`src/core/lsqr_regs.vh`:
```
// Constants for the link status query responder
// How it works
// - Every 0x0A query gets a 0x8A response unless checksum or identifier fails.
// - Reply bytes: codes 16-19, status 20-23, other 24-27, OEM 28-31.
// - Link-status bit 0 is always built: 0 link down, 1 link up.
// - With energy saving enabled, low-power idle never reads as link down.
// - Speed code 0 if negotiation incomplete, serializer set, no common mode.
// - Codes: 10 half 1, 10 full 2, 100TX half 3, T4 4, TX full 5, 1G half 6.
// - Codes: 10G 8, 20G 9, 25G A, 40G B, 50G C, 100G D, 2.5G E.
// - Code 0xF points to the enhanced speed field from bit 24.
// - With serializer clear, a forced link setting may be reported.
// - Unlisted media may show the nearest code; no media guess from it.
// - Bit 5 shows negotiation enabled; 0 if unsupported or disabled.
// - Bit 6 shows negotiation complete, parallel detection included.
`ifndef LSQR_REGS_VH
`define LSQR_REGS_VH

// ------------------------------------------------------------
// Command and response codes
// ------------------------------------------------------------
`define LSQR_CMD_GET_LINK   8'h0A
`define LSQR_RSP_GET_LINK   8'h8A
`define LSQR_RSP_COMPLETED  16'h0000
`define LSQR_REASON_NONE    16'h0000

// ------------------------------------------------------------
// Byte offsets of fields in the query and response packets
// ------------------------------------------------------------
`define LSQR_Q_CSUM_OFS     6'h10
`define LSQR_Q_PAD_OFS      6'h14
`define LSQR_R_CODES_OFS    6'h10
`define LSQR_R_LINK_OFS     6'h14
`define LSQR_R_OTHER_OFS    6'h18
`define LSQR_R_OEM_OFS      6'h1C
`define LSQR_R_CSUM_OFS     6'h20
`define LSQR_R_PAD_OFS      6'h24
`define LSQR_PKT_LAST       6'h2D

// ------------------------------------------------------------
// Link-status word fields
// ------------------------------------------------------------
`define LSQR_LS_LINK_BIT    0
`define LSQR_LS_SPD_LO      1
`define LSQR_LS_SPD_HI      4
`define LSQR_LS_AN_EN_BIT   5
`define LSQR_LS_AN_DONE_BIT 6
`define LSQR_LS_ENH_LO      24

// ------------------------------------------------------------
// Speed and duplex codes
// ------------------------------------------------------------
`define LSQR_SPD_NONE       4'h0
`define LSQR_SPD_10HD       4'h1
`define LSQR_SPD_10FD       4'h2
`define LSQR_SPD_100TXHD    4'h3
`define LSQR_SPD_100T4      4'h4
`define LSQR_SPD_100TXFD    4'h5
`define LSQR_SPD_1000HD     4'h6
`define LSQR_SPD_1000FD     4'h7
`define LSQR_SPD_10G        4'h8
`define LSQR_SPD_2G5        4'hE
`define LSQR_SPD_ENHANCED   4'hF

// ------------------------------------------------------------
// Register byte offsets
// ------------------------------------------------------------
`define LSQR_CTRL_OFS       4'h0
`define LSQR_STAT_OFS       4'h4
`define LSQR_OEM_OFS        4'h8
`define LSQR_CNT_OFS        4'hC

// ------------------------------------------------------------
// Control fields and reset values
// ------------------------------------------------------------
`define LSQR_CTRL_AN_EN     0
`define LSQR_CTRL_EEE_EN    1
`define LSQR_CTRL_FORCE     2
`define LSQR_CTRL_FSPD_LO   4
`define LSQR_CTRL_RST       32'h0000_0003
`define LSQR_OEM_RST        32'h0000_0000
`define LSQR_RESP_OKAY      2'h0
`define LSQR_RESP_SLVERR    2'h2

`endif

```
`src/core/lsqr_responder.v`:
```
// Link status query responder with AXI4-Lite control registers
`timescale 1ns/1ns
`include "lsqr_regs.vh"

module lsqr_responder #(
  parameter AN_SUPPORTED = 1
) (
  // Clock and reset
  input  wire        aclk,
  input  wire        aresetn,
  // AXI4-Lite write address
  input  wire [3:0]  s_axi_awaddr,
  input  wire        s_axi_awvalid,
  output wire        s_axi_awready,
  // AXI4-Lite write data
  input  wire [31:0] s_axi_wdata,
  input  wire [3:0]  s_axi_wstrb,
  input  wire        s_axi_wvalid,
  output wire        s_axi_wready,
  // AXI4-Lite write response
  output reg  [1:0]  s_axi_bresp,
  output reg         s_axi_bvalid,
  input  wire        s_axi_bready,
  // AXI4-Lite read address
  input  wire [3:0]  s_axi_araddr,
  input  wire        s_axi_arvalid,
  output wire        s_axi_arready,
  // AXI4-Lite read data
  output reg  [31:0] s_axi_rdata,
  output reg  [1:0]  s_axi_rresp,
  output reg         s_axi_rvalid,
  input  wire        s_axi_rready,
  // Parsed query from the packet engine
  input  wire        cmd_valid,
  output wire        cmd_ready,
  input  wire [7:0]  cmd_code,
  input  wire        cmd_csum_ok,
  input  wire        cmd_id_ok,
  // Response words to the packet engine
  output wire        rsp_valid,
  input  wire        rsp_ready,
  output reg  [7:0]  rsp_type,
  output reg  [31:0] rsp_codes,
  output reg  [31:0] rsp_link,
  output reg  [31:0] rsp_other,
  output reg  [31:0] rsp_oem,
  // PHY status pins
  input  wire        phy_link_up,
  input  wire        phy_lpi,
  input  wire        phy_serdes,
  input  wire        phy_an_complete,
  input  wire        phy_mode_found,
  input  wire [3:0]  common_best_mode,
  input  wire [7:0]  phy_enh_speed,
  input  wire [31:0] phy_other_ind
);

  // ------------------------------------------------------------
  // States
  // ------------------------------------------------------------
  localparam [2:0] ST_IDLE  = 3'b001;
  localparam [2:0] ST_BUILD = 3'b010;
  localparam [2:0] ST_SEND  = 3'b100;
  localparam       SYNC_W   = 49;

  // ------------------------------------------------------------
  // Address decode shared by read and write paths
  // ------------------------------------------------------------
  function [3:0] dec_sel;
    input [3:0] addr;
    begin
      case (addr)
        `LSQR_CTRL_OFS: dec_sel = 4'h1;
        `LSQR_STAT_OFS: dec_sel = 4'h2;
        `LSQR_OEM_OFS:  dec_sel = 4'h4;
        `LSQR_CNT_OFS:  dec_sel = 4'h8;
        default:        dec_sel = 4'h0;
      endcase
    end
  endfunction

  // Byte-lane merge of write data into an old value
  function [31:0] merge;
    input [31:0] old;
    input [31:0] wd;
    input [3:0]  st;
    integer      i;
    begin
      merge = old;
      for (i = 0; i < 4; i = i + 1) begin
        if (st[i]) begin
          merge[i*8 +: 8] = wd[i*8 +: 8];
        end
      end
    end
  endfunction

  // ------------------------------------------------------------
  // Declarations
  // ------------------------------------------------------------
  reg  [SYNC_W-1:0] sync1_reg;
  reg  [SYNC_W-1:0] sync2_reg;
  reg  [43:0]       sync3_reg;
  reg  [43:0]       word_reg;
  reg  [2:0]        state_reg;
  reg  [31:0]       ctrl_reg;
  reg  [31:0]       oem_reg;
  reg  [15:0]       acc_cnt_reg;
  reg  [15:0]       drop_cnt_reg;
  reg               aw_held_reg;
  reg  [3:0]        aw_addr_reg;
  reg               w_held_reg;
  reg  [31:0]       w_data_reg;
  reg  [3:0]        w_strb_reg;
  reg  [3:0]        spd_code;
  reg  [31:0]       link_word;
  reg  [31:0]       rd_word;
  wire              s_link;
  wire              s_lpi;
  wire              s_serdes;
  wire              s_an_cpl;
  wire              s_found;
  wire [3:0]        s_best;
  wire [7:0]        s_enh;
  wire [31:0]       s_other;
  wire              link_flag;
  wire              an_flag;
  wire              an_done;
  wire              query_hit;
  wire              query_good;
  wire              wr_fire;
  wire [3:0]        wr_sel;
  wire [3:0]        rd_sel;
  wire              ar_fire;

  // ------------------------------------------------------------
  // PHY status synchroniser
  // ------------------------------------------------------------
  // Two flops per pin; flag pins use the second stage, word pins a copy updated when two samples agree
  always @(posedge aclk) begin
    if (!aresetn) begin
      sync1_reg <= {SYNC_W{1'b0}};
      sync2_reg <= {SYNC_W{1'b0}};
      sync3_reg <= 44'h000_0000_0000;
      word_reg  <= 44'h000_0000_0000;
    end else begin
      sync1_reg <= {phy_link_up, phy_lpi, phy_serdes, phy_an_complete,
                    phy_mode_found, common_best_mode, phy_enh_speed,
                    phy_other_ind};
      sync2_reg <= sync1_reg;
      sync3_reg <= sync2_reg[43:0];
      if (sync2_reg[43:0] == sync3_reg) begin // Word settled, no torn value
        word_reg <= sync2_reg[43:0];
      end
    end
  end

  assign s_link   = sync2_reg[48];
  assign s_lpi    = sync2_reg[47];
  assign s_serdes = sync2_reg[46];
  assign s_an_cpl = sync2_reg[45];
  assign s_found  = sync2_reg[44];
  assign s_best   = word_reg[43:40];
  assign s_enh    = word_reg[39:32];
  assign s_other  = word_reg[31:0];

  // ------------------------------------------------------------
  // Link-status word
  // ------------------------------------------------------------
  // Low-power idle keeps the link up while energy saving is on
  assign link_flag = s_link | (ctrl_reg[`LSQR_CTRL_EEE_EN] & s_lpi);
  // Negotiation flags read zero when unsupported or disabled
  assign an_flag = (AN_SUPPORTED != 0) & ctrl_reg[`LSQR_CTRL_AN_EN];
  // Completion includes parallel detection, reported by the PHY
  assign an_done = an_flag & s_an_cpl;

  // Speed code selection
  always @* begin
    spd_code = `LSQR_SPD_NONE;
    if (s_serdes) begin
      spd_code = `LSQR_SPD_NONE;
    end else if (!an_flag && ctrl_reg[`LSQR_CTRL_FORCE]) begin
      spd_code = ctrl_reg[`LSQR_CTRL_FSPD_LO +: 4];
    end else if (an_done && s_found) begin
      // Nearest listed code from the PHY, codes 0x1-0xF as is
      spd_code = s_best;
    end else begin
      spd_code = `LSQR_SPD_NONE;
    end
  end

  // Word assembly with enhanced field only behind code 0xF
  always @* begin
    link_word = 32'h0000_0000;
    link_word[`LSQR_LS_LINK_BIT] = link_flag;
    link_word[`LSQR_LS_SPD_HI:`LSQR_LS_SPD_LO] = spd_code;
    link_word[`LSQR_LS_AN_EN_BIT] = an_flag;
    link_word[`LSQR_LS_AN_DONE_BIT] = an_done;
    if (spd_code == `LSQR_SPD_ENHANCED) begin
      link_word[`LSQR_LS_ENH_LO +: 8] = s_enh;
    end
  end

  // ------------------------------------------------------------
  // Query handling
  // ------------------------------------------------------------
  assign cmd_ready  = state_reg[0];
  assign rsp_valid  = state_reg[2];
  assign query_hit  = cmd_valid & cmd_ready
                    & (cmd_code == `LSQR_CMD_GET_LINK);
  assign query_good = query_hit & cmd_csum_ok & cmd_id_ok;

  // Response state machine
  always @(posedge aclk) begin
    if (!aresetn) begin
      state_reg <= ST_IDLE;
    end else begin
      case (state_reg)
        ST_IDLE: begin
          if (query_good) begin
            state_reg <= ST_BUILD;
          end
        end
        ST_BUILD: begin
          state_reg <= ST_SEND;
        end
        ST_SEND: begin
          if (rsp_ready) begin
            state_reg <= ST_IDLE;
          end
        end
        default: begin
          state_reg <= ST_IDLE;
        end
      endcase
    end
  end

  // Response snapshot taken once per accepted query
  always @(posedge aclk) begin
    if (!aresetn) begin
      rsp_type  <= 8'h00;
      rsp_codes <= 32'h0000_0000;
      rsp_link  <= 32'h0000_0000;
      rsp_other <= 32'h0000_0000;
      rsp_oem   <= 32'h0000_0000;
    end else if (state_reg == ST_BUILD) begin
      rsp_type  <= `LSQR_RSP_GET_LINK;
      rsp_codes <= {`LSQR_RSP_COMPLETED, `LSQR_REASON_NONE};
      rsp_link  <= link_word;
      rsp_other <= s_other;
      rsp_oem   <= oem_reg;
    end
  end

  // Accepted and dropped query counters
  always @(posedge aclk) begin
    if (!aresetn) begin
      acc_cnt_reg  <= 16'h0000;
      drop_cnt_reg <= 16'h0000;
    end else begin
      if (query_good) begin
        acc_cnt_reg <= acc_cnt_reg + 16'h0001;
      end
      if (query_hit && !query_good) begin
        drop_cnt_reg <= drop_cnt_reg + 16'h0001;
      end
    end
  end

  // ------------------------------------------------------------
  // AXI4-Lite write path
  // ------------------------------------------------------------
  assign s_axi_awready = !aw_held_reg && !s_axi_bvalid;
  assign s_axi_wready  = !w_held_reg && !s_axi_bvalid;
  assign wr_fire       = aw_held_reg && w_held_reg && !s_axi_bvalid;
  assign wr_sel        = dec_sel(aw_addr_reg);

  // Address and data captured in either order
  always @(posedge aclk) begin
    if (!aresetn) begin
      aw_held_reg <= 1'b0;
      aw_addr_reg <= 4'h0;
      w_held_reg  <= 1'b0;
      w_data_reg  <= 32'h0000_0000;
      w_strb_reg  <= 4'h0;
    end else begin
      if (s_axi_awvalid && s_axi_awready) begin
        aw_held_reg <= 1'b1;
        aw_addr_reg <= s_axi_awaddr;
      end else if (wr_fire) begin
        aw_held_reg <= 1'b0;
      end
      if (s_axi_wvalid && s_axi_wready) begin
        w_held_reg <= 1'b1;
        w_data_reg <= s_axi_wdata;
        w_strb_reg <= s_axi_wstrb;
      end else if (wr_fire) begin
        w_held_reg <= 1'b0;
      end
    end
  end

  // Register update and write response
  always @(posedge aclk) begin
    if (!aresetn) begin
      ctrl_reg     <= `LSQR_CTRL_RST;
      oem_reg      <= `LSQR_OEM_RST;
      s_axi_bvalid <= 1'b0;
      s_axi_bresp  <= `LSQR_RESP_OKAY;
    end else begin
      if (wr_fire) begin
        if (wr_sel[0]) begin
          ctrl_reg <= merge(ctrl_reg, w_data_reg, w_strb_reg)
                    & 32'h0000_00F7;
        end
        if (wr_sel[2]) begin
          oem_reg <= merge(oem_reg, w_data_reg, w_strb_reg);
        end
        s_axi_bvalid <= 1'b1;
        s_axi_bresp  <= (wr_sel == 4'h0) ? `LSQR_RESP_SLVERR
                                         : `LSQR_RESP_OKAY;
      end else if (s_axi_bready) begin
        s_axi_bvalid <= 1'b0;
      end
    end
  end

  // ------------------------------------------------------------
  // AXI4-Lite read path
  // ------------------------------------------------------------
  assign s_axi_arready = !s_axi_rvalid;
  assign ar_fire       = s_axi_arvalid && s_axi_arready;
  assign rd_sel        = dec_sel(s_axi_araddr);

  // Read multiplexer
  always @* begin
    case (rd_sel)
      4'h1:    rd_word = ctrl_reg;
      4'h2:    rd_word = link_word;
      4'h4:    rd_word = oem_reg;
      4'h8:    rd_word = {drop_cnt_reg, acc_cnt_reg};
      default: rd_word = 32'h0000_0000;
    endcase
  end

  // Read data and response
  always @(posedge aclk) begin
    if (!aresetn) begin
      s_axi_rvalid <= 1'b0;
      s_axi_rdata  <= 32'h0000_0000;
      s_axi_rresp  <= `LSQR_RESP_OKAY;
    end else if (ar_fire) begin
      s_axi_rvalid <= 1'b1;
      s_axi_rdata  <= rd_word;
      s_axi_rresp  <= (rd_sel == 4'h0) ? `LSQR_RESP_SLVERR
                                       : `LSQR_RESP_OKAY;
    end else if (s_axi_rready) begin
      s_axi_rvalid <= 1'b0;
    end
  end

endmodule

```
`config.mk`:
```
export PLATFORM = sky130hd
export DESIGN_NAME = lsqr_responder
export DESIGN_NICKNAME = d
export VERILOG_FILES = /design/src/core/lsqr_responder.v
export VERILOG_INCLUDE_DIRS = /design/src /design/src/core
export SDC_FILE = /design/constraint.sdc
export NUM_CORES = 1
export LEC_CHECK = 0
export BUFFER_PORTS_ARGS = -buffer_cell sky130_fd_sc_hd__buf_2
export CELL_PAD_IN_SITES_DETAIL_PLACEMENT = 1
export CELL_PAD_IN_SITES_GLOBAL_PLACEMENT = 2
export CORE_UTILIZATION = 30
export CTS_CLUSTER_SIZE = 28
export DETAILED_ROUTE_END_ITERATION = 12
export PLACE_DENSITY = 0.77
export SLEW_MARGIN = 20
export SYNTH_ARGS = -nofsm -noshare
export SYNTH_HDL_FRONTEND = slang
export SYNTH_SLANG_ARGS = --single-unit
```
`constraint.sdc`:
```
create_clock -name aclk -period 2.45 [get_ports aclk]
set_input_delay 0.49 -clock aclk [delete_from_list [all_inputs] [get_ports aclk]]
set_output_delay 0.49 -clock aclk [all_outputs]
set_load 0.01 [all_outputs]
```
==> flow_summary.yaml, run 1 <==
run_status:
  status: "finished clean"
clocking:
  cts.sinks: 418
  cts.htree.levels: 2
  cts_tree: "built"
  hold_buffers: 0
  cts_setup_buffers: 0
  insertion_delay_ns: 0.57
  root_buffer: "clkbuf_16"
  cts-buffers-inserted: 47
  clock_path_buffers: 3
  post_cts_resized: 0
  clk_pin_slew_ns: 0.06
yosys:
  synth_top_area_share_pct: 52.88
  synth.ff_latch_count: 418
  synth-edff-count: 0
  seq_area_frac_synth_pct: 52.88
  synth_area_um2: 15820
  async_reset_ff_share_pct: 0
  synth_top_area_cell: "dfxtp_1"
  synth.area.top_cells: "dfxtp_1 (53%), nand2_1 (8.6%), a21boi_0 (7.1%)"
  ys_top_cells_by_count: "dfxtp_1 (418), nand2_1 (363), a21boi_0 (150), and2_1 (129), clkbuf_1 (99)"
  syn_area_per_cell_um2: 9.286
  yosys_most_used_dff: "dfxtp_1"
  yosysMostFrequentCell: "dfxtp_1"
  synthCells: 1704
  yosys_warnings: 0
  ys_types: 48
die:
  pin_count: 291
  initial_core_util_pct: 30.60
  die_w_um: 231.7
  die_h_um: 231.7
  die_area_um2: 53670
  core_area_um2: 51720
  std_cell_rows: 83
worst_setup_path:
  worstSetupEndpointType: "register"
  crit_path_cell_trace: "buf_2 > or4_4 > buf_4 > nor4b_2 > buf_4 > nand3_1 > or3_1 > a21boi_0"
  crit_path_max_incr_delay_ns: 0.53
  critical-path-slowest-cell: "or4_4"
  r2r_cells: 6
  reg2reg_to: "word_reg[35]"
  path_max_fanout: 13
  r2r-start: "sync2_reg[37]"
  crit_start: "cmd_code[5]"
  setup.worst_path.end: "drop_cnt_reg[8]"
  critPathMostFrequentCell: "buf_4"
  worstPathArrival_ns: 2.58
  rrSetupSlack_ns: 0.35
  crit_type: "in2reg"
  start_kind: "input port"
  cp_data_required_time_ns: 2.92
layout:
  drive_gt1_share_pct: 18.30
  ff_latch_area_um2: 8368
  fill_cells: 5949
  multi_input_area_um2: 6685
  syn2layout_area_growth_pct: 21.50
  nNetsFinal: 2032
  fin_area_um2: 19230
place:
  place.gp.congestion: 0.7899
  port_buffers: 234
  hpwl_um: 31660
  postPlaceCellArea_um2: 17690
timing:
  period_needed_ns: 2.110
  slew_viol_final: 0
  rsz0062_at_grt: "no"
  finClkSkew_ns: 0.01795
  fin_crit_sh_pct: 86.13
  whs_ns: 0.1315
  hold_viol: 0
  fmax_ghz: 0.4739
  worst_pin_slew_ns: 0.9882
  max_slew_margin_pct: 33.83
  finalSetupViolations: 0
drt:
  drt-initial-drc-count: 388
  drc: 0
  vias: 11994
  drt-total-wl_um: 43990
  avgRoutedWirePerCell_um: 16.72
  final_antenna_net_count: 0
  firstDrtPassIters: 4
  viasPerCell: 4.557
global_routing:
  grt_start_max_net_pins: 83
  grt_pass1_vias: 12483
  overflow: 0
  grt_pass1_wl_um: 68960
  track_usage_pct: 16.28
  antenna_found_initial: 2
worst_hold_path:
  min_path_type: "in2reg"
flow_run:
  maxCapViolations: 0
pwr:
  leakagePower_nw: 8.172
  max-vdd-ir-drop_mv: 0.3980
  power.total_mw: 14.80
  p_per_area_nw_per_um2: 769.7
[stage by stage]
step | setup slack [ns] | util, % | std cells | TNS (ns)
floorplan | 0.1050 | - | 1759 | 0
global placement | -0.1347 | 34.21 | 2549 | -0.6215
detailed placement | -0.2506 | 34.21 | 2549 | -1.026
CTS | 0.2907 | 37.17 | 2631 | 0
global route | 0.2015 | 37.18 | 2632 | 0
finish | 0.3397 | 37.18 | 2632 | 0
[routing by layer]
layer | up-vias | wire [µm] | GRT usage, %
met5 | - | 13 | 0
met3 | 68 | 2317 | 3.605
met4 | 2 | 861 | 4.400
li1 | 5919 | - | -
met2 | 234 | 21270 | 28.20
met1 | 5771 | 19530 | 20.19
[layout make-up]
class | count | area share [%]
Sequential cell | 418 | 43.52
Multi-Input combinational cell | 1129 | 34.77
Timing Repair Buffer | 274 | 8.356
Clock buffer | 71 | 7.380
Tap cell | 680 | 4.425
Inverter | 48 | 0.9371
Clock inverter | 11 | 0.5922
Antenna cell | 1 | 0.01302
[layout by cell type, fill, tap and decap left out, drive strengths merged, types with 49 or more instances in the layout]
cell / Yosys / routed
and2: 129 / 129
a21boi: 151 / 151
nand3: 65 / 65
conb: 1 / 56
inv: 48 / 49
buf: 65 / 274
xnor2: 63 / 63
dfxtp: 418 / 418
clkbuf: 99 / 71
mux2i: 64 / 64
nand2: 363 / 363
[kinds of logic (layout without fill, tap and decap cells)]
group | Yosys count | count (layout) | synth area share (%)
buffers and inverters | 212 | 404 | 6.413
flip-flops | 418 | 418 | 52.88
XOR/XNOR | 68 | 68 | 3.764
adder cells (fa/ha/maj) | 2 | 2 | 0.1581
multiplexers | 67 | 67 | 4.475
other | 1 | 57 | 0.02370
AO/OA/AOI/OAI | 228 | 228 | 10.46
AND/OR/NAND/NOR | 708 | 708 | 21.82
[power breakdown]
group | switching (mW) | internal (mW) | total, mW
Combinational | 0.429 | 0.316 | 0.745
Sequential | 0.0995 | 6.97 | 7.07
Clock | 2.80 | 4.18 | 6.99
[worst min-delay path by stage]
| stage | cells after the start | slack (ns) | to | from |
|---|---|---|---|---|
| after floorplan | 1 | 0.41 | sync2_reg[9] | sync1_reg[9] |
| after global placement | 1 | 0.42 | sync2_reg[10] | sync1_reg[10] |
| after detailed placement | 1 | 0.42 | sync2_reg[3] | sync1_reg[3] |
| after CTS | 2 | 0.1 | sync1_reg[44] | phy_mode_found |
| after global routing | 2 | 0.11 | sync1_reg[3] | phy_other_ind[3] |
| final | 2 | 0.13 | sync1_reg[44] | phy_mode_found |
[worst max-delay path: cells and delay by family]
family / cells / cell delay, ns
buf+inv: 3 / 0.50
simple gates: 4 / 1.38
compound gates: 1 / 0.20
Note: power is estimated with default switching activity, not from simulation.
==> run 2: changes to the inputs <==
--- a/config.mk
+++ b/config.mk
@@ -12,7 +12,7 @@
 export CORE_UTILIZATION = 30
 export CTS_CLUSTER_SIZE = 28
 export DETAILED_ROUTE_END_ITERATION = 12
-export PLACE_DENSITY = 0.77
+export PLACE_DENSITY = 0.75
 export SLEW_MARGIN = 20
 export SYNTH_ARGS = -nofsm -noshare
 export SYNTH_HDL_FRONTEND = slang
==> run 2 against run 1 <==
Clock skew increased by 0.0018 ns. Via count decreased by 0.13%. First-iteration DRC count increased by 2.8%. Clock power increased by 2%. Sequential share of layout area increased by 0.099 points. Critical path type is now reg2reg.
==> flow_summary.yaml, run 2 (synthesis gave the netlist of run 1 again) <==
timing:
  finClkSkew_ns: 0.01979
  max_slew_margin_pct: 49.58
  fin_crit_sh_pct: 84.62
  rsz0062_at_grt: "no"
  slew_viol_final: 0
  setup_slack_ns: 0.3768
  finalSetupViolations: 0
  hold_viol: 0
  whs_ns: 0.1180
  worst_pin_slew_ns: 0.7563
  period_needed_ns: 2.073
  setup-tns-final_ns: 0
  fmax_ghz: 0.4823
clocking:
  cts_tree: "built"
  root_buffer: "clkbuf_16"
  clk_pin_slew_ns: 0.06
  insertion_delay_ns: 0.58
  cts.htree.levels: 2
  cts_setup_buffers: 0
  hold_buffers: 0
  cts.sinks: 418
  cts-buffers-inserted: 48
  post_cts_resized: 0
  clock_path_buffers: 3
worst_setup_path:
  cp_data_required_time_ns: 2.95
  critPathMostFrequentCell: "buf_4"
  path_max_fanout: 13
  crit_type: "reg2reg"
  worstPathArrival_ns: 2.57
  crit_path_max_incr_delay_ns: 0.39
  crit_start: "state_reg[0]"
  crit_path_cell_trace: "nand4b_1 > buf_4 > nor4b_2 > buf_4 > nand3_1 > or3_1 > a21boi_0"
  start_kind: "register"
  critical-path-slowest-cell: "dfxtp_1"
  worstSetupEndpointType: "register"
  r2r-start: "state_reg[0]"
pwr:
  p_sw_mw: 3.371
  power.total_mw: 14.90
  internal_power_mw: 11.53
  max-vdd-ir-drop_mv: 0.4696
  leakagePower_nw: 8.140
  p_per_area_nw_per_um2: 776.8
  seq_power_share_pct: 47.4
  clkPwrFrac_pct: 47.6
  comb_power_share_pct: 5.0
  swShare_pct: 22.62
die:
  initial_core_util_pct: 30.60
  core_area_um2: 51720
  std_cell_rows: 83
  die_h_um: 231.7
  die_w_um: 231.7
  pin_count: 291
  die_area_um2: 53670
place:
  dp_slack_ns: -0.1688
  hpwl_um: 30680
  dp.cells: 2543
  place.gp.congestion: 0.7502
  port_buffers: 234
drt:
  viasPerCell: 4.553
  final_antenna_net_count: 0
  vias: 11978
  firstDrtPassIters: 4
  drt-met1-wl_um: 20020
  drt-initial-drc-count: 399
  met2_length_um: 20950
  avgRoutedWirePerCell_um: 16.75
  dr_wl_met3_um: 2309
  drt-total-wl_um: 44060
  drc: 0
  highest_layer: "met5"
global_routing:
  grt_pass1_wl_um: 68490
  grt_start_max_net_pins: 108
  overflow: 0
  track_usage_pct: 16.23
  antenna_found_initial: 3
  grt_pass1_vias: 12404
worst_hold_path:
  min_path_type: "in2reg"
  hold_path.startpoint: "phy_an_complete"
layout:
  instances_no_fill: 2631
  drive_gt1_share_pct: 18.05
  syn2layout_area_growth_pct: 21.22
  nNetsFinal: 2027
  final_cell_mix: "dfxtp_1 (418), nand2_1 (363), buf_2 (233)"
  final_common_cell: "dfxtp_1"
run_status:
  status: "finished clean"
flow_run:
  maxCapViolations: 0
==> run 2: changes by cell type in the layout (fill, tap and decap cells not counted) <==
cell / previous run / this run
inv_6: 1 / 2
clkbuf_8: 11 / 12
clkinv_4: 0 / 1
clkinv_2: 6 / 3
clkbuf_1: 11 / 15
clkinvlp_4: 2 / 3
buf_4: 30 / 27
buf_12: 10 / 7
==> run 2: area by class of cell <==
type	count	area, µm²
Clock buffer	76	1448
Fill cell	5964	32540
Antenna cell	1	2.502
Tap cell	680	850.8
Clock inverter	11	123.9
Timing Repair Buffer	268	1524
Sequential cell	418	8368
Inverter	48	180.2
Multi-Input combinational cell	1129	6685
==> run 2: routing by layer <==
metal  global-route usage [%]  vias up
met4                    4.441        2
met1                    20.30     5775
li1                         -     5929
met5                        0        -
met3                    3.888       55
met2                    27.67      217
==> run 2: power groups by stage <==
| stage | Sequential (mW) | Clock (mW) | Combinational [mW] |
|---|---|---|---|
| 2_1_floorplan | 7.19 | 0 | 0.522 |
| 3_3_place_gp | 7.21 | 0 | 0.744 |
| 3_5_place_dp | 7.21 | 0 | 0.757 |
| 4_1_cts | 7.07 | 7.34 | 0.762 |
| 5_1_grt | 7.08 | 7.60 | 0.829 |
| 6_report | 7.07 | 7.10 | 0.738 |
==> run 2: path summary, 6_finish.rpt <==
path | end | slack (ns) | cells after the start
setup / recovery | drop_cnt_reg[10] | 0.38 | 7
hold / removal | sync1_reg[45] | 0.12 | 2
setup reg to reg | drop_cnt_reg[10] | 0.38 | 7
hold reg to reg | sync2_reg[32] | 0.43 | 1
==> run 2: worst max-delay path, delay by kind of cell, from the launching register on <==
family,cells,cell delay (ns)
simple gates,4,0.98
buf+inv,2,0.45
flops,1,0.39
compound gates,1,0.17
==> run 2: metrics by stage <==
| step | cell area, µm² | util [%] |
|---|---|---|
| global placement | 17610 | 34.05 |
| finish | 19180 | 37.09 |
| CTS | 19180 | 37.09 |
| detailed placement | 17610 | 34.05 |
| global route | 19180 | 37.09 |
| floorplan | 16030 | - |
